`src/alarm_pkg.sv`:
```
package alarm_pkg;

	// ----------------------------------------------------------------
	// Clock and timing
	// ----------------------------------------------------------------
	localparam int unsigned CLK_HZ = 10_000_000;
	localparam int unsigned OVL2_TIME_MS = 1000;
	localparam int unsigned OVL2_CYCLES = CLK_HZ / 1000 * OVL2_TIME_MS;
	localparam int unsigned ABS_TIMEOUT_MS = 5000;
	localparam int unsigned ABS_CYCLES = CLK_HZ / 1000 * ABS_TIMEOUT_MS;

	// ----------------------------------------------------------------
	// Register byte offsets
	// ----------------------------------------------------------------
	localparam logic [7:0] OFS_STATUS = 8'h00;
	localparam logic [7:0] OFS_MASK = 8'h04;
	localparam logic [7:0] OFS_CTRL = 8'h08;
	localparam logic [7:0] OFS_SOFT_FWD = 8'h0C;
	localparam logic [7:0] OFS_SOFT_REV = 8'h10;
	localparam logic [7:0] OFS_OVL_LEVEL = 8'h14;
	localparam logic [7:0] OFS_GEAR_NUM = 8'h18;
	localparam logic [7:0] OFS_GEAR_DEN = 8'h1C;
	localparam logic [7:0] OFS_LIVE = 8'h20;
	localparam logic [7:0] OFS_CMD = 8'h24;

	// ----------------------------------------------------------------
	// Alarm bit positions (status, mask and live share the layout)
	// ----------------------------------------------------------------
	localparam int ALM_OVL2 = 0;
	localparam int ALM_MISMATCH = 1;
	localparam int ALM_ESTOP = 2;
	localparam int ALM_HWLIM = 3;
	localparam int ALM_SWFWD = 4;
	localparam int ALM_SWREV = 5;
	localparam int ALM_OVLWARN = 6;
	localparam int ALM_ABSTO = 7;
	localparam int ALM_POSCMD = 8;
	localparam int ALM_W = 9;

	// ----------------------------------------------------------------
	// Control register fields
	// ----------------------------------------------------------------
	localparam int CTRL_ABS_SYSTEM = 0;
	localparam int CTRL_OVLWARN_EN = 1;
	localparam int CTRL_PRMODE = 2;
	localparam int CTRL_W = 3;
	localparam logic [CTRL_W-1:0] CTRL_RESET = 3'h2;

	// Command register fields (write-only pulses).
	localparam int CMD_ABS_POS = 0;
	localparam int CMD_HOME_DONE = 1;

	// ----------------------------------------------------------------
	// Reset values
	// ----------------------------------------------------------------
	localparam logic [31:0] SOFT_FWD_RESET = 32'h7FFF_FFFF;
	localparam logic [31:0] SOFT_REV_RESET = 32'h8000_0000;
	localparam logic [15:0] OVL_LEVEL_RESET = 16'h2710;
	localparam logic [15:0] GEAR_RESET = 16'h0001;

	// Capacity compatibility: motor capacity code may be this far below.
	localparam logic [7:0] CAP_SPAN = 8'h01;

	// AHB transfer type.
	localparam logic [1:0] HTRANS_NONSEQ = 2'h2;

endpackage

```
`src/alarm_timer_if.sv`:
```
`timescale 1ns/1ps
`default_nettype none

// Start/expire pair between the monitor and a long-interval timer.
interface alarm_timer_if;
	logic run;
	logic expired;
	modport owner (output run, input expired);
	modport timer (input run, output expired);
endinterface

`default_nettype wire

```
`src/alarm_timer.sv`:
```
`timescale 1ns/1ps
`default_nettype none

// ----------------------------------------------------------------
// Run-length timer
// ----------------------------------------------------------------
// Counts cycles while run is high and flags once the count exceeds the
// limit; dropping run restarts it, so only an unbroken run is measured.
module alarm_timer #(
	parameter int unsigned LIMIT = 10
) (
	// Clock and reset.
	input wire logic i_mclk,
	input wire logic i_rst_n,
	// Control.
	alarm_timer_if.timer tmr
);

	logic [31:0] cnt_r;
	logic [31:0] cnt_nxt;
	logic over_r;

	assign cnt_nxt = (cnt_r == LIMIT) ? cnt_r : cnt_r + 32'h0000_0001;

	// Saturating count holds the expired state while run stays high.
	always_ff @(posedge i_mclk or negedge i_rst_n) begin
		if (!i_rst_n) begin
			cnt_r <= 32'h0000_0000;
			over_r <= 1'b0;
		end else if (!tmr.run) begin
			cnt_r <= 32'h0000_0000;
			over_r <= 1'b0;
		end else begin
			cnt_r <= cnt_nxt;
			over_r <= (cnt_r == LIMIT);
		end
	end

	assign tmr.expired = over_r;

endmodule

`default_nettype wire

```
`src/servo_alarm_monitor.sv`:
```
// Contract
// Max current held over 1 s continuously raises overload-2 alarm.
// Motor capacity incompatible with drive capacity raises mismatch alarm.
// Emergency stop input raises warning, held until input released.
// Forward or reverse limit input raises limit-switch alarm.
// Feedback count above soft forward limit raises software forward alarm.
// Feedback count below soft reverse limit raises software reverse alarm.
// Load past permitted time at warn level raises pre-warning; can disable.
// No host request within 5 s of data ready raises timeout warning.
// Incremental: absolute command after feedback overflow is a command error.
// Absolute: feedback register overflow is a command error.
// Absolute: gear ratio changed without homing since is a command error.
// Absolute: absolute command while home done is low is a command error.
// Successful homing clears command error and asserts home done.
//
// Chosen here: the AHB-Lite register port and the address map.
`timescale 1ns/1ps
`default_nettype none

module servo_alarm_monitor #(
	parameter int unsigned OVL2_LIMIT = alarm_pkg::OVL2_CYCLES,
	parameter int unsigned ABS_LIMIT = alarm_pkg::ABS_CYCLES
) (
	// Clock and reset.
	input wire logic i_mclk,
	input wire logic i_arst_n,
	// AHB-Lite slave.
	input wire logic i_hsel,
	input wire logic [31:0] i_haddr,
	input wire logic [1:0] i_htrans,
	input wire logic i_hwrite,
	input wire logic [2:0] i_hsize,
	input wire logic [31:0] i_hwdata,
	input wire logic i_hready,
	output logic [31:0] o_hrdata,
	output logic o_hreadyout,
	output logic o_hresp,
	// Digital inputs from the host and machine.
	input wire logic i_emergency_stop_input,
	input wire logic i_forward_limit_input,
	input wire logic i_reverse_limit_input,
	input wire logic i_abs_data_request,
	// Drive-internal status from the same clock domain.
	input wire logic i_max_current,
	input wire logic i_load_over_level,
	input wire logic [31:0] i_feedback_count,
	input wire logic i_feedback_overflow,
	input wire logic [7:0] i_drive_capacity,
	input wire logic [7:0] i_motor_capacity,
	input wire logic i_abs_data_ready,
	// Outputs.
	output logic o_home_done,
	output logic [alarm_pkg::ALM_W-1:0] o_alarm_live,
	output logic o_irq
);

	// ----------------------------------------------------------------
	// Reset release
	// ----------------------------------------------------------------
	logic [1:0] rst_sync_r;
	logic rst_n;

	// Asynchronous assert, two-flop release avoids recovery hazards.
	always_ff @(posedge i_mclk or negedge i_arst_n) begin
		if (!i_arst_n) begin
			rst_sync_r <= 2'h0;
		end else begin
			rst_sync_r <= {rst_sync_r[0], 1'b1};
		end
	end
	assign rst_n = rst_sync_r[1];

	// ----------------------------------------------------------------
	// Pin synchronisers
	// ----------------------------------------------------------------
	// Three stages per pin; a level counts only once stages 2 and 3 agree.
	logic [3:0] pin_raw;
	logic [3:0] s1_r;
	logic [3:0] s2_r;
	logic [3:0] s3_r;
	logic [3:0] pin_r;

	assign pin_raw = {i_abs_data_request, i_reverse_limit_input,
		i_forward_limit_input, i_emergency_stop_input};

	always_ff @(posedge i_mclk or negedge rst_n) begin
		if (!rst_n) begin
			s1_r <= 4'h0;
			s2_r <= 4'h0;
			s3_r <= 4'h0;
			pin_r <= 4'h0;
		end else begin
			s1_r <= pin_raw;
			s2_r <= s1_r;
			s3_r <= s2_r;
			pin_r <= (s2_r & s3_r) | (pin_r & (s2_r | s3_r));
		end
	end

	wire estop = pin_r[0];
	wire fwd_lim = pin_r[1];
	wire rev_lim = pin_r[2];
	wire abs_req = pin_r[3];

	// ----------------------------------------------------------------
	// Register bus decode
	// ----------------------------------------------------------------
	logic [alarm_pkg::ALM_W-1:0] status_r;
	logic [alarm_pkg::ALM_W-1:0] mask_r;
	logic [alarm_pkg::CTRL_W-1:0] ctrl_r;
	logic [31:0] soft_fwd_r;
	logic [31:0] soft_rev_r;
	logic [15:0] ovl_level_r;
	logic [15:0] gear_num_r;
	logic [15:0] gear_den_r;
	logic wr_pend_r;
	logic [7:0] wr_addr_r;
	logic [7:0] rd_addr;
	logic home_done_r;
	logic ovf_seen_r;
	logic gear_dirty_r;

	// Address phase captured; the write lands in the following data phase.
	wire addr_take = i_hsel && i_hready && i_htrans == alarm_pkg::HTRANS_NONSEQ;
	assign rd_addr = i_haddr[7:0];

	function automatic logic wr_hit(input logic [7:0] ofs);
		wr_hit = wr_pend_r && (wr_addr_r == ofs);
	endfunction

	wire wr_status = wr_hit(alarm_pkg::OFS_STATUS);
	wire wr_cmd = wr_hit(alarm_pkg::OFS_CMD);
	wire cmd_abs = wr_cmd && i_hwdata[alarm_pkg::CMD_ABS_POS];
	wire cmd_home = wr_cmd && i_hwdata[alarm_pkg::CMD_HOME_DONE];
	wire gear_write = wr_hit(alarm_pkg::OFS_GEAR_NUM)
		|| wr_hit(alarm_pkg::OFS_GEAR_DEN);

	always_ff @(posedge i_mclk or negedge rst_n) begin
		if (!rst_n) begin
			wr_pend_r <= 1'b0;
			wr_addr_r <= 8'h00;
		end else begin
			wr_pend_r <= addr_take && i_hwrite;
			wr_addr_r <= i_haddr[7:0];
		end
	end

	// Configuration registers written by software.
	always_ff @(posedge i_mclk or negedge rst_n) begin
		if (!rst_n) begin
			mask_r <= '0;
			ctrl_r <= alarm_pkg::CTRL_RESET;
			soft_fwd_r <= alarm_pkg::SOFT_FWD_RESET;
			soft_rev_r <= alarm_pkg::SOFT_REV_RESET;
			ovl_level_r <= alarm_pkg::OVL_LEVEL_RESET;
			gear_num_r <= alarm_pkg::GEAR_RESET;
			gear_den_r <= alarm_pkg::GEAR_RESET;
		end else begin
			if (wr_hit(alarm_pkg::OFS_MASK))
				mask_r <= i_hwdata[alarm_pkg::ALM_W-1:0];
			if (wr_hit(alarm_pkg::OFS_CTRL))
				ctrl_r <= i_hwdata[alarm_pkg::CTRL_W-1:0];
			if (wr_hit(alarm_pkg::OFS_SOFT_FWD))
				soft_fwd_r <= i_hwdata;
			if (wr_hit(alarm_pkg::OFS_SOFT_REV))
				soft_rev_r <= i_hwdata;
			if (wr_hit(alarm_pkg::OFS_OVL_LEVEL))
				ovl_level_r <= i_hwdata[15:0];
			if (wr_hit(alarm_pkg::OFS_GEAR_NUM))
				gear_num_r <= i_hwdata[15:0];
			if (wr_hit(alarm_pkg::OFS_GEAR_DEN))
				gear_den_r <= i_hwdata[15:0];
		end
	end

	wire abs_sys = ctrl_r[alarm_pkg::CTRL_ABS_SYSTEM];

	// ----------------------------------------------------------------
	// Timers
	// ----------------------------------------------------------------
	alarm_timer_if ovl2_t ();
	alarm_timer_if abs_t ();

	alarm_timer #(.LIMIT(OVL2_LIMIT)) u_ovl2 (
		.i_mclk(i_mclk),
		.i_rst_n(rst_n),
		.tmr(ovl2_t)
	);
	alarm_timer #(.LIMIT(ABS_LIMIT)) u_abs (
		.i_mclk(i_mclk),
		.i_rst_n(rst_n),
		.tmr(abs_t)
	);

	assign ovl2_t.run = i_max_current;
	// Waiting runs from data ready until the host raises its request.
	assign abs_t.run = i_abs_data_ready && !abs_req;

	// ----------------------------------------------------------------
	// Overload pre-warning accumulator
	// ----------------------------------------------------------------
	// Time over the warning level is counted against the configured level;
	// a zero level or a cleared enable turns the pre-protection off.
	logic [15:0] load_cnt_r;
	logic [15:0] load_cnt_nxt;
	wire ovl_en = ctrl_r[alarm_pkg::CTRL_OVLWARN_EN]
		&& ovl_level_r != 16'h0000;
	assign load_cnt_nxt = (load_cnt_r == 16'hFFFF) ? load_cnt_r
		: load_cnt_r + 16'h0001;

	always_ff @(posedge i_mclk or negedge rst_n) begin
		if (!rst_n) begin
			load_cnt_r <= 16'h0000;
		end else if (!i_load_over_level || !ovl_en) begin
			load_cnt_r <= 16'h0000;
		end else begin
			load_cnt_r <= load_cnt_nxt;
		end
	end

	// ----------------------------------------------------------------
	// Positioning-command tracking
	// ----------------------------------------------------------------
	// Overflow memory and gear-change memory both survive until homing.
	always_ff @(posedge i_mclk or negedge rst_n) begin
		if (!rst_n) begin
			home_done_r <= 1'b0;
			ovf_seen_r <= 1'b0;
			gear_dirty_r <= 1'b0;
		end else if (cmd_home) begin
			// An overflow in the homing cycle survives: set wins.
			home_done_r <= !i_feedback_overflow;
			ovf_seen_r <= i_feedback_overflow;
			gear_dirty_r <= 1'b0;
		end else begin
			if (i_feedback_overflow)
				ovf_seen_r <= 1'b1;
			if (gear_write)
				gear_dirty_r <= 1'b1;
			if (gear_write || i_feedback_overflow)
				home_done_r <= 1'b0;
		end
	end

	// ----------------------------------------------------------------
	// Alarm conditions
	// ----------------------------------------------------------------
	logic [alarm_pkg::ALM_W-1:0] live;
	wire pos_inc = !abs_sys && cmd_abs && ovf_seen_r;
	wire pos_ovf = abs_sys && i_feedback_overflow;
	wire pos_gear = abs_sys && cmd_abs && gear_dirty_r;
	wire pos_nohome = abs_sys && cmd_abs && !home_done_r;

	assign live[alarm_pkg::ALM_OVL2] = ovl2_t.expired;
	assign live[alarm_pkg::ALM_MISMATCH] =
		(i_motor_capacity > i_drive_capacity)
		|| ({1'b0, i_motor_capacity} + {1'b0, alarm_pkg::CAP_SPAN}
		< {1'b0, i_drive_capacity}); // Nine bits, so a top code cannot wrap.
	assign live[alarm_pkg::ALM_ESTOP] = estop;
	assign live[alarm_pkg::ALM_HWLIM] = fwd_lim || rev_lim;
	assign live[alarm_pkg::ALM_SWFWD] =
		$signed(i_feedback_count) > $signed(soft_fwd_r);
	assign live[alarm_pkg::ALM_SWREV] =
		$signed(i_feedback_count) < $signed(soft_rev_r);
	assign live[alarm_pkg::ALM_OVLWARN] = ovl_en
		&& load_cnt_r >= ovl_level_r;
	assign live[alarm_pkg::ALM_ABSTO] = abs_t.expired;
	assign live[alarm_pkg::ALM_POSCMD] = pos_inc || pos_ovf || pos_gear
		|| pos_nohome;

	// ----------------------------------------------------------------
	// Sticky status and interrupt
	// ----------------------------------------------------------------
	// A new event in the clearing cycle survives: set wins over clear.
	// Homing clears only the command-error bit.
	logic [alarm_pkg::ALM_W-1:0] clr;
	assign clr = (wr_status ? i_hwdata[alarm_pkg::ALM_W-1:0] : '0)
		| (cmd_home ? alarm_pkg::ALM_W'(1) << alarm_pkg::ALM_POSCMD : '0);

	always_ff @(posedge i_mclk or negedge rst_n) begin
		if (!rst_n) begin
			status_r <= '0;
		end else begin
			status_r <= (status_r & ~clr) | live;
		end
	end

	assign o_irq = |(status_r & mask_r);

	// ----------------------------------------------------------------
	// Read data and outputs
	// ----------------------------------------------------------------
	logic [31:0] rd_mux;
	logic [31:0] rdata_r;
	logic [alarm_pkg::ALM_W-1:0] live_r;

	always_comb begin
		case (rd_addr)
			alarm_pkg::OFS_STATUS: rd_mux = 32'(status_r);
			alarm_pkg::OFS_MASK: rd_mux = 32'(mask_r);
			alarm_pkg::OFS_CTRL: rd_mux = 32'(ctrl_r);
			alarm_pkg::OFS_SOFT_FWD: rd_mux = soft_fwd_r;
			alarm_pkg::OFS_SOFT_REV: rd_mux = soft_rev_r;
			alarm_pkg::OFS_OVL_LEVEL: rd_mux = 32'(ovl_level_r);
			alarm_pkg::OFS_GEAR_NUM: rd_mux = 32'(gear_num_r);
			alarm_pkg::OFS_GEAR_DEN: rd_mux = 32'(gear_den_r);
			alarm_pkg::OFS_LIVE: rd_mux = {22'h0, home_done_r, live_r};
			default: rd_mux = 32'h0000_0000;
		endcase
	end

	// Read data is registered at the address phase, so no wait states.
	always_ff @(posedge i_mclk or negedge rst_n) begin
		if (!rst_n) begin
			rdata_r <= 32'h0000_0000;
			live_r <= '0;
		end else begin
			live_r <= live;
			if (addr_take && !i_hwrite)
				rdata_r <= rd_mux;
		end
	end

	assign o_hrdata = rdata_r;
	assign o_hreadyout = 1'b1;
	assign o_hresp = 1'b0;
	assign o_home_done = home_done_r;
	assign o_alarm_live = live_r;

endmodule

`default_nettype wire

```
`config.mk`:
```
export PLATFORM = sky130hd
export DESIGN_NAME = servo_alarm_monitor
export DESIGN_NICKNAME = d
export VERILOG_FILES = /design/src/alarm_pkg.sv /design/src/alarm_timer_if.sv /design/src/alarm_timer.sv /design/src/servo_alarm_monitor.sv
export SDC_FILE = /design/constraint.sdc
export NUM_CORES = 1
export LEC_CHECK = 0
export ABC_AREA = 1
export BUFFER_PORTS_ARGS = -buffer_cell sky130_fd_sc_hd__buf_2
export CAP_MARGIN = 20
export CORE_MARGIN = 2
export CORE_UTILIZATION = 35
export CTS_CLUSTER_SIZE = 10
export DETAILED_ROUTE_END_ITERATION = 10
export SKIP_LAST_GASP = 1
export SYNTH_ARGS = -nofsm -noshare
export SYNTH_HDL_FRONTEND = slang
export SYNTH_SLANG_ARGS = --single-unit
```
`constraint.sdc`:
```
create_clock -name i_mclk -period 11.63 [get_ports i_mclk]
set_clock_uncertainty 0.1 [all_clocks]
set_input_delay 2.326 -clock i_mclk [delete_from_list [all_inputs] [get_ports i_mclk]]
set_output_delay 2.326 -clock i_mclk [all_outputs]
set_load 0.05 [all_outputs]
```
## Word-level counts from Yosys, hierarchy flattened

Cells that the tools add are included.

| word-level totals | value |
|---|---|
| flip-flop bits (word level) | 286 |
| latch bits | 0 |
| memory bits (writable) | 0 |
| memory bits (read-only) | 0 |
| bits of input ports | 130 |
| output and inout bits | 45 |
| memories | 0 |

| operators by class | value |
|---|---|
| add/subtract/negate cells | 4 |
| $mul | 0 |
| div/mod/pow operators | 0 |
| $lt $le $gt $ge | 5 |
| equality and inequality tests | 23 |
| shift operators | 0 |
| muxes and demuxes | 17 |
| bitwise logic cells | 9 |
| reduce and logical (&&, ||, !) cells | 46 |

Operator list:

| kind | number |
|---|---|
| $pmux W32 S9 | 1 |
| $mux W32 | 4 |
| $add A32 B1 Y32 const B | 2 |
| $eq A8 B5 Y1 const B | 8 |
| $eq A32 B24 Y1 const B | 1 |
| $eq A32 B26 Y1 const B | 1 |
| $eq A8 B4 Y1 const B | 4 |
| $gt A32 B32 Y1 | 1 |
| $lt A32 B32 Y1 | 1 |
| $mux W16 | 2 |
| $logic_and A1 B1 Y1 | 24 |
| $and A9 B9 Y9 | 2 |
| $mux W9 | 2 |
| $or A9 B9 Y9 | 2 |
| $add A16 B1 Y16 const B | 1 |
| $eq A16 B16 Y1 const B | 1 |
| $eq A8 B3 Y1 const B | 2 |
| $eq A8 B6 Y1 const B | 2 |
| $ge A16 B16 Y1 | 1 |
| $logic_not A8 Y1 | 2 |
| $reduce_bool A16 Y1 | 1 |
| $add A8 B1 Y9 const B | 1 |
| $lt A9 B8 Y1 | 1 |
| $not A9 Y9 | 1 |
| other kinds (11) | 36 |

## Depth between registers and ports, before layout

Gate-level depths: netlist of run 1.

| depth | value |
|---|---|
| depth after elaboration | 9 |
| depth in mapped cells | 16 |
| mapped depth without buffers | 16 |

## Cells and area by module

From an unflattened synthesis of run 1, not the netlist that was laid out.

| second synthesis, totals | value |
|---|---|
| cell total of the unflattened synthesis | 2135 |
| area, all modules | 16180.5 um^2 |

By module, submodules not included:

| module | instances | cells an instance | area an instance (um^2) |
|---|---|---|---|
| servo_alarm_monitor | 1 | 1434 | 11828.8 |
| alarm_timer at u_abs | 1 | 354 | 2188.3 |
| alarm_timer at u_ovl2 | 1 | 347 | 2163.3 |

## Worst setup path after synthesis of run 1

Ideal clock, no wire load.

| path | value |
|---|---|
| path kind | input -> register |
| start | input i_motor_capacity[0] |
| end | register status_r[1] (netlist name) |
| setup time | 69 ps |
| arrival time | 3687 ps |
| slack | 7774 ps |
| stages | 12 |
| path through | ha_1 nand2_1 nor2_1 xnor2_1 inv_1 ha_1 nand2_1 nor2_1 a211o_1 a21oi_1 nand2_1 nand3_1 |

| between the ends | value |
|---|---|
| word-level cells in the longest chain between the ends | 4 |

Ends and longest elaborated chain:

| item | RTL line | RTL |
|---|---|---|
| start, declared | servo_alarm_monitor.sv:49 | `input wire logic [7:0] i_motor_capacity,` |
| $add A8 B1 Y9 | servo_alarm_monitor.sv:257 | `\|\| ({1'b0, i_motor_capacity} + {1'b0, alarm_pkg::CAP_SPAN}` |
| $lt A9 B8 Y1 | servo_alarm_monitor.sv:258 | `< {1'b0, i_drive_capacity});` |
| $logic_or A1 B1 Y1 * | servo_alarm_monitor.sv:257 |  |
| $or A9 B9 Y9 * | servo_alarm_monitor.sv:284 | `status_r <= (status_r & ~clr) \| live;` |
| end signal, assigned | servo_alarm_monitor.sv:284 |  |
| end, declared | servo_alarm_monitor.sv:108 | `logic [alarm_pkg::ALM_W-1:0] status_r;` |

Mark *: on every way between the ends. The rest lies on a longest branch, timed or not.
A chain may end at the register's enable or synchronous reset.

## Worst setup path after layout of run 1

| path | value |
|---|---|
| start | register mask_r[5] (netlist name) |
| end | output o_irq |

| between the ends | value |
|---|---|
| word-level cells in the longest chain between the ends | 2 |

Ends and longest elaborated chain:

| item | RTL line | RTL |
|---|---|---|
| start, declared | servo_alarm_monitor.sv:109 | `logic [alarm_pkg::ALM_W-1:0] mask_r;` |
| start signal, assigned | servo_alarm_monitor.sv:160 | `mask_r <= i_hwdata[alarm_pkg::ALM_W-1:0];` |
| $and A9 B9 Y9 | servo_alarm_monitor.sv:288 | `assign o_irq = \|(status_r & mask_r);` |
| $reduce_or A9 Y1 | servo_alarm_monitor.sv:288 |  |
| end, declared | servo_alarm_monitor.sv:54 | `output logic o_irq` |

No other way between the ends.

==> impl_metrics.json, run 1 <==
{
  "dpl.hpwl_um": 31400,
  "fp.coreArea_sq_um": 44200,
  "slew_headroom": 0.375,
  "hold_ws_ps": 160,
  "ys_warn_count": 0,
  "critical_path.max_stage_delay_ps": 400,
  "p_per_area_nw_per_um2": 119,
  "num_io_pins": 175,
  "drt_wl_total_um": 42700,
  "setup_tns_ps": 0,
  "finalHoldViolCount": 0,
  "dp_worst_setup_slack_ps": 7070,
  "htreeDepth": 2,
  "cts_setup_buffers": 0,
  "finalNetCount": 2333,
  "async_reset_ff_frac": 1.00,
  "hold_path_class": "reg2async",
  "period_needed_ps": 4410,
  "overflow": 0,
  "via_count": 13400,
  "ctsResizeCount": 0,
  "cts_buffers": 35,
  "cp.arrival_ps": 1990,
  "worst_pin_slew_ps": 937,
  "maxCapViolCount": 0,
  "clock_path_buffers": 3,
  "antenna_found_initial": 7,
  "critPathRequiredTime_ps": 9200,
  "power.total_mw": 2.16,
  "numPortBuffers": 145,
  "grt_setup_unrepaired": "no",
  "synthCells": 1955,
  "postCtsHoldBufs": 0,
  "crit_chain": "a22o_1 > a221oi_1 > nand3_1 > buf_2",
  "timing.final.setup_violations": 0,
  "final_util": 0.410,
  "grt_pass1_vias": 13400,
  "clock_latency_ps": 530,
  "synth_enable_flop_cells": 0,
  "cts_tree": "built",
  "layout_setup_ws_ps": 7220,
  "dr.pass1.iters": 5,
  "synthFlopType": "dfrtp_1",
  "ys_ff_latch": 286,
  "vias_per_cell": 4.94,
  "cp-start-kind": "flop",
  "initial_core_util": 0.355,
  "seq_area_frac_synth": 0.459,
  "drv_slew": 0,
  "synth_cell_types": 50,
  "crit_slowest_cell": "dfrtp_1",
  "path_max_fanout": 3,
  "fin_crit_sh": 0.379,
  "end_kind": "output pin",
  "num_rows": 77,
  "syn_to_final_growth_pct": 15.5,
  "track_usage": 0.188,
  "drcViolationCount": 0,
  "worst_setup_hold_path_clk_slew_ps": 60,
  "max_freq_mhz": 227,
  "critPathKind": "reg2out",
  "routabilityCongestion": 0.856,
  "syn_area_per_cell_sq_um": 8.02,
  "grt_pass1_wl_um": 70100,
  "cts-root-buf": "clkbuf_16",
  "detail_route.wl_per_cell_um": 15.7,
  "die_w_um": 216,
  "status": "completed",
  "peakVddDrop_mv": 0.0788,
  "antenna_left": 0,
  "p_leak_nw": 9.78,
  "drt-initial-drc-count": 939,
  "chipHeight_um": 216,
  "layout_commonest_cell": "nand2_1",
  "syn_area_sq_um": 15700,
  "grt_max_degree": 172,
  "drive_gt1_frac": 0.140,
  "die_area_sq_um": 46500,
  "final_cell_mix": "nand2_1, inv_1, dfrtp_1",
  "clock_sinks": 286
}
## final cells by class
type	count	area, sq um
diodes	2	5.00
clock buffers	58	982
clock inverters	2	13.8
fillers	4453	26100
inverters	293	1100
multi-input cells	1327	7170
flip-flops and latches	286	7210
well taps	592	741
repair buffers	159	883
## state kept, by name (all words and copies together) (netlist names), 4 cells and up
name          flops
gear_den_r       16
gear_num_r       16
load_cnt_r       16
mask_r            9
o_alarm_live      9
o_hrdata         32
ovl_level_r      16
pin_r             4
s1_r              4
s2_r              4
s3_r              4
soft_fwd_r       32
soft_rev_r       32
status_r          9
u_abs.cnt_r      32
u_ovl2.cnt_r     32
wr_addr_r         8
## synth_stat cells, types with 12 or more instances
master	number	share of area
a21oi_1	91	0.029
ha_1	101	0.081
o21ai_0	185	0.059
dfstp_2	40	0.067
xor2_1	18	0.010
clkbuf_1	33	0.0079
nand3_1	76	0.024
nor3_1	42	0.013
nand2_1	460	0.11
nand4_1	38	0.015
nor4_1	20	0.0080
nor3_2	12	0.0077
buf_2	12	0.0038
inv_1	283	0.068
o22ai_1	37	0.015
nor2_1	153	0.037
dfrtp_1	246	0.39
## power by group
| part | leakage (nW) | switching, mW | internal, mW |
|---|---|---|---|
| sequential | 3.28 | 0.0138 | 1.01 |
| clock | 0.479 | 0.414 | 0.573 |
| combinational | 6.01 | 0.100 | 0.0447 |
| total | 9.78 | 0.528 | 1.63 |
## worst paths after layout
| path | start | to | slack (ps) | cells past startpoint |
|---|---|---|---|---|
| max | mask_r[5] | o_irq | 7220 | 4 |
| min | rst_sync_r[1] | o_hrdata[28] | 160 | 0 |
| max reg2reg | rst_sync_r[1] | ovl_level_r[8] | 9410 | 3 |
| min reg2reg | rst_sync_r[1] | o_hrdata[28] | 160 | 0 |
| max in group asynchronous | rst_sync_r[1] | ovl_level_r[8] | 9410 | 3 |
| min in group i_mclk | s1_r[3] | s2_r[3] | 250 | 0 |
## through the flow
stage	area (sq um)	instances
6_report	18100	2719
5_1_grt	18100	2719
4_1_cts	18100	2715
3_5_place_dp	17100	2655
3_3_place_gp	17000	2654
2_1_floorplan	15700	1956
## critical path, delay by kind of cell, from the launching register on
kind	cells	cell delay, ps
flip-flops	1	400
buffers and inverters	1	280
AO/OA/AOI/OAI	2	530
AND/OR/NAND/NOR	1	240
## kinds of logic after synthesis
group,after synthesis,share of synthesized area
flip-flops,286,0.459
AO/OA/AOI/OAI,352,0.121
AND/OR/NAND/NOR,846,0.240
buffers and inverters,343,0.0841
other,2,0.000479
adder cells (fa/ha/maj),105,0.0831
XOR/XNOR,21,0.0117
## layer usage
| metal | global-route usage | share of wire | routed length [um] | up-vias |
|---|---|---|---|---|
| met3 | 0.0386 | 0.049 | 2090 | 71 |
| met5 | 0 | 0.0015 | 66 | - |
| met4 | 0.0579 | 0.024 | 1010 | 10 |
| li1 | - | - | - | 6708 |
| met2 | 0.313 | 0.47 | 20200 | 263 |
| met1 | 0.246 | 0.45 | 19300 | 6387 |
Note: power is estimated with default switching activity, not from simulation.
==> run 2: changes to the inputs <==
Clock period 11.63 ns to 3.91 ns, I/O delays scaled along.
==> impl_metrics.json, run 2 (same netlist as run 1, synthesis figures left out) <==
{
  "dp_worst_setup_slack_ps": 1150,
  "maxCapViolCount": 0,
  "ctsResizeCount": 0,
  "overflow": 0,
  "power_switching_mw": 1.58,
  "period_needed_ps": 2860,
  "postCtsHoldBufs": 1,
  "end_kind": "output pin",
  "antenna_left": 0,
  "critPathKind": "reg2out",
  "dp_cells": 2655,
  "multi_input_area_sq_um": 7170,
  "grt_util_met2": 0.303,
  "drive_gt1_frac": 0.142,
  "cts_setup_buffers": 0,
  "fin_crit_sh": 0.731,
  "peakVddDrop_mv": 0.291,
  "cp.arrival_ps": 1980,
  "num_io_pins": 175,
  "critPathRequiredTime_ps": 3030,
  "finalNetCount": 2335,
  "clock_path_buffers": 3,
  "grt_pass1_wl_um": 69400,
  "stdcell_count": 2720,
  "worst_pin_slew_ps": 898,
  "finalHoldViolCount": 0,
  "path_max_fanout": 2,
  "clockPowerShare": 0.473,
  "die_w_um": 216,
  "timing.final.setup_violations": 0,
  "layout_setup_ws_ps": 1050,
  "ff_latch_area_sq_um": 7210,
  "via_count": 13400,
  "clock_latency_ps": 510,
  "p_per_area_nw_per_um2": 363,
  "grt_use_met1": 0.250,
  "cts_buffers": 36,
  "critical_path.max_stage_delay_ps": 400,
  "max_freq_mhz": 350,
  "drt_wl_total_um": 42900,
  "clock_sinks": 286,
  "cp-start-kind": "flop",
  "grt_max_degree": 134,
  "slew_headroom": 0.398,
  "layout_commonest_cell": "nand2_1",
  "grt_pass1_vias": 13200,
  "busiest_layer": "met2",
  "fp.coreArea_sq_um": 44200,
  "power.total_mw": 6.60,
  "num_rows": 77,
  "chipHeight_um": 216,
  "initial_core_util": 0.355,
  "hold_path_class": "reg2async",
  "antenna_found_initial": 5,
  "numPortBuffers": 145,
  "crit_chain": "inv_1 > o22ai_1 > a221oi_1 > nand3_1 > buf_2",
  "status": "completed",
  "routabilityCongestion": 0.867,
  "worst_setup_hold_path_clk_slew_ps": 50,
  "p_leak_nw": 9.82,
  "syn_to_final_growth_pct": 16.0,
  "htreeDepth": 2,
  "swShare": 0.239,
  "drv_slew": 0,
  "fillerInstances": 4516,
  "cts_tree": "built",
  "met3_usage": 0.0371,
  "intPower_mw": 5.03,
  "final_cell_mix": "nand2_1, inv_1, dfrtp_1",
  "detail_route.wl_per_cell_um": 15.8,
  "place_area_sq_um": 17100,
  "grt_setup_unrepaired": "no",
  "drt-initial-drc-count": 1074,
  "pwr-share-seq": 0.462,
  "dr.pass1.iters": 6,
  "vias_per_cell": 4.92,
  "track_usage": 0.186,
  "combPwrFrac": 0.065,
  "drcViolationCount": 0,
  "die_area_sq_um": 46500,
  "dpl.hpwl_um": 31500,
  "crit_slowest_cell": "dfrtp_1",
  "fin_area_sq_um": 18200,
  "cts-root-buf": "clkbuf_16",
  "setup_tns_ps": 0
}
run 2: cell count changes in the layout (fill, tap and decap cells not counted), sizes merged:
cell         before  now
clkbuf           58   59
clkinv            2    1
inv             293  292
dlygate4sd3       0    1
bufinv            0    1
clkinvlp          0    1
diode             2    1
run 2: worst paths after layout:
path	start	endpoint	slack (ps)	depth (start not counted)
max	status_r[1]	o_irq	1050	5
min	rst_sync_r[1]	soft_rev_r[27]	180	0
max reg2reg	soft_fwd_r[30]	status_r[4]	1830	13
min reg2reg	rst_sync_r[1]	soft_rev_r[27]	180	0
max in group asynchronous	rst_sync_r[1]	pin_r[0]	2440	1
min in group i_mclk	s1_r[3]	s2_r[3]	240	0
run 2: metal layers:
metal | routed length [um] | vias up
met1 | 19600 | 6282
met3 | 2320 | 69
met5 | 50 | -
met4 | 1030 | 8
met2 | 19800 | 311
li1 | - | 6705
run 2: worst max-delay path, delay by kind of cell, from the launching register on:
kind,cells,cell delay (ps)
AO/OA/AOI/OAI,2,430
buffers and inverters,2,390
flip-flops,1,400
AND/OR/NAND/NOR,1,250
run 2: cell type report:
cell class,instances,area share
diodes,1,0.000137
clock buffers,59,0.0576
clock inverters,2,0.00206
inverters,293,0.0604
multi-input cells,1327,0.394
flip-flops and latches,286,0.396
well taps,592,0.0407
repair buffers,160,0.0487
run 2: power groups by stage:
stage          Combinational, mW  Sequential [mW]  Clock, mW
2_1_floorplan              0.186             3.17          0
3_3_place_gp               0.424             3.10          0
3_5_place_dp               0.436             3.10          0
4_1_cts                    0.439             3.05       3.22
5_1_grt                    0.489             3.06       3.33
6_report                   0.430             3.05       3.12
run 2: through the flow:
step / hold WS, ps / utilization
final: 178 / 0.412
after global routing: 219 / 0.412
after CTS: 195 / 0.411
after detailed placement: 191 / 0.386
after global placement: 186 / 0.386
after floorplan: 231 / -
==> run 3: changes to the inputs <==
Settings changed: ABC_AREA 1 to 0.
Clock period 3.91 ns to 3 ns, I/O delays scaled along.
==> impl_metrics.json, run 3 <==
{
  "num_io_pins": 175,
  "status": "completed",
  "fin_crit_sh": 0.925,
  "critical_path.max_stage_delay_ps": 410,
  "vias_per_cell": 5.23,
  "rr_worst_depth": 8,
  "ys_warn_count": 0,
  "grt_pass1_vias": 11400,
  "p_per_area_nw_per_um2": 501,
  "hold_ws_ps": 80.1,
  "fillerInstances": 4099,
  "ff_latch_area_sq_um": 7210,
  "layout_setup_ws_ps": 226,
  "grt_setup_unrepaired": "no",
  "die_w_um": 211,
  "chipHeight_um": 211,
  "end_kind": "output pin",
  "swShare": 0.243,
  "htreeDepth": 2,
  "finalHoldViolCount": 0,
  "timing.rr.end": "status_r[4]",
  "combPwrFrac": 0.085,
  "drv_slew": 0,
  "finalNetCount": 1802,
  "cts-root-buf": "clkbuf_16",
  "drcViolationCount": 0,
  "worst_pin_slew_ps": 975,
  "place_area_sq_um": 16500,
  "cp-start-kind": "flop",
  "die_area_sq_um": 44600,
  "rrSetupSlack_ps": 460,
  "critPathRequiredTime_ps": 2300,
  "routabilityCongestion": 0.903,
  "final_cell_mix": "dfrtp_1, buf_2, mux2_2",
  "synth_cell_types": 69,
  "clockPowerShare": 0.449,
  "intPower_mw": 6.65,
  "fin_area_sq_um": 17500,
  "slew_headroom": 0.350,
  "cts_setup_buffers": 0,
  "hold_path_class": "in2reg",
  "power_switching_mw": 2.14,
  "worstSetupStartpoint": "mask_r[4]",
  "clock_sinks": 286,
  "dpl.hpwl_um": 28800,
  "cp_top_family": "compound AO/OA/AOI/OAI gates",
  "overflow": 0,
  "clock_path_buffers": 3,
  "path_max_fanout": 3,
  "async_reset_ff_frac": 1.00,
  "cp_num_cells": 4,
  "synthCells": 1408,
  "clock_latency_ps": 530,
  "peakVddDrop_mv": 0.492,
  "track_usage": 0.179,
  "crit_end": "o_irq",
  "synth_top_cell_area_share": 0.410,
  "ys_top_cells_by_count": "dfrtp_1, mux2_2, nand2_1",
  "p_leak_nw": 7.98,
  "multi_input_area_sq_um": 7240,
  "timing.final.setup_violations": 0,
  "critPathBufInv": 1,
  "drt_wl_total_um": 39300,
  "period_needed_ps": 2770,
  "dp_worst_setup_slack_ps": 302,
  "syn_area_per_cell_sq_um": 10.7,
  "setup_tns_ps": 0,
  "min-delay-start": "i_emergency_stop_input",
  "cp.arrival_ps": 2070,
  "ys_ff_latch": 286,
  "synth_area_leaders": "dfrtp_1, mux2_2, ha_1",
  "num_rows": 75,
  "seq_area_frac_synth": 0.480,
  "postCtsHoldBufs": 1,
  "syn_to_final_growth_pct": 16.8,
  "grt_pass1_wl_um": 62600,
  "detail_route.wl_per_cell_um": 18.3,
  "grt_max_degree": 90,
  "fp.coreArea_sq_um": 42100,
  "worst_setup_hold_path_clk_slew_ps": 60,
  "dp_cells": 2072,
  "stdcell_count": 2141,
  "synthFlopType": "dfrtp_1",
  "syn_area_sq_um": 15000,
  "max_freq_mhz": 360,
  "cts_buffers": 35,
  "crit_slowest_cell": "a221oi_1",
  "critPathKind": "reg2out",
  "worstReg2RegStart": "soft_fwd_r[14]",
  "maxCapViolCount": 0,
  "drive_gt1_frac": 0.249,
  "antenna_left": 0,
  "initial_core_util": 0.356,
  "ctsResizeCount": 0,
  "numPortBuffers": 145,
  "synth_most_common_cell": "dfrtp_1",
  "via_count": 11200,
  "layout_commonest_cell": "dfrtp_1",
  "pwr-share-seq": 0.466,
  "drt-initial-drc-count": 777,
  "antenna_found_initial": 11,
  "synth_top_area_cell": "dfrtp_1",
  "dr.pass1.iters": 6,
  "synth_enable_flop_cells": 0,
  "crit_chain": "a22o_1 > a221oi_1 > nand3_1 > buf_2",
  "cts_tree": "built"
}
## run 3: cell types whose count changed after synthesis, sizes merged, moves of 33 or more
| cell | change |
|---|---|
| a21oi | -43 |
| inv | -192 |
| mux2 | +127 |
| nand2 | -346 |
| nand3 | -33 |
| nor2 | -98 |
| nor3 | -42 |
| o21ai | -116 |
| o22ai | -34 |
## run 3: cell families after synthesis
kind of cell	after synthesis	synth area share
other cells	2	0.000500
xor+xnor	63	0.0367
fa+ha+maj	105	0.0868
buf+inv	150	0.0391
simple gates	424	0.146
flops	286	0.480
mux	141	0.109
compound gates	237	0.102
## run 3: worst min-delay path by stage
stage	end	slack (ps)	cells after the start
2_1_floorplan	rst_sync_r[0]	200	0
3_5_place_dp	o_hrdata[24]	180	0
4_1_cts	s1_r[0]	60	1
3_3_place_gp	o_hrdata[24]	170	0
6_report	s1_r[0]	80	1
5_1_grt	s1_r[3]	60	1
## run 3: worst register-to-register path, cell delays in order, from the launching register on
cell	delay [ps]
dfstp_2	540
inv_1	50
ha_1	310
nand4_1	220
a2111o_1	420
o211ai_1	160
a21oi_1	130
or2_2	300
a32o_1	220
## run 3: routing by layer
layer | global-route usage | vias up | wire length (um)
met4 | 0.0432 | 16 | 729
met3 | 0.0445 | 62 | 2360
met2 | 0.286 | 243 | 17800
met5 | 0 | - | 101
met1 | 0.246 | 5508 | 18200
li1 | - | 5360 | -
## run 3: final cells by class
class	count	share of cell area
well taps	539	0.0384
diodes	4	0.000571
multi-input cells	973	0.413
flip-flops and latches	286	0.411
repair buffers	175	0.0558
inverters	100	0.0214
clock inverters	4	0.00321
clock buffers	60	0.0570
## run 3: per-stage QoR
step                total power, mW   util
floorplan                      4.59      -
global placement               4.88  0.391
detailed placement             4.91  0.391
CTS                            8.91  0.416
global route                   9.19  0.416
finish                         8.79  0.416
## run 3: power by group through the flow
stage / Combinational [mW] / Clock, mW / Sequential, mW
after global placement: 0.731 / 0 / 4.15
after CTS: 0.756 / 4.06 / 4.09
after floorplan: 0.392 / 0 / 4.20
final: 0.747 / 3.95 / 4.09
after detailed placement: 0.750 / 0 / 4.16
after global routing: 0.841 / 4.24 / 4.11
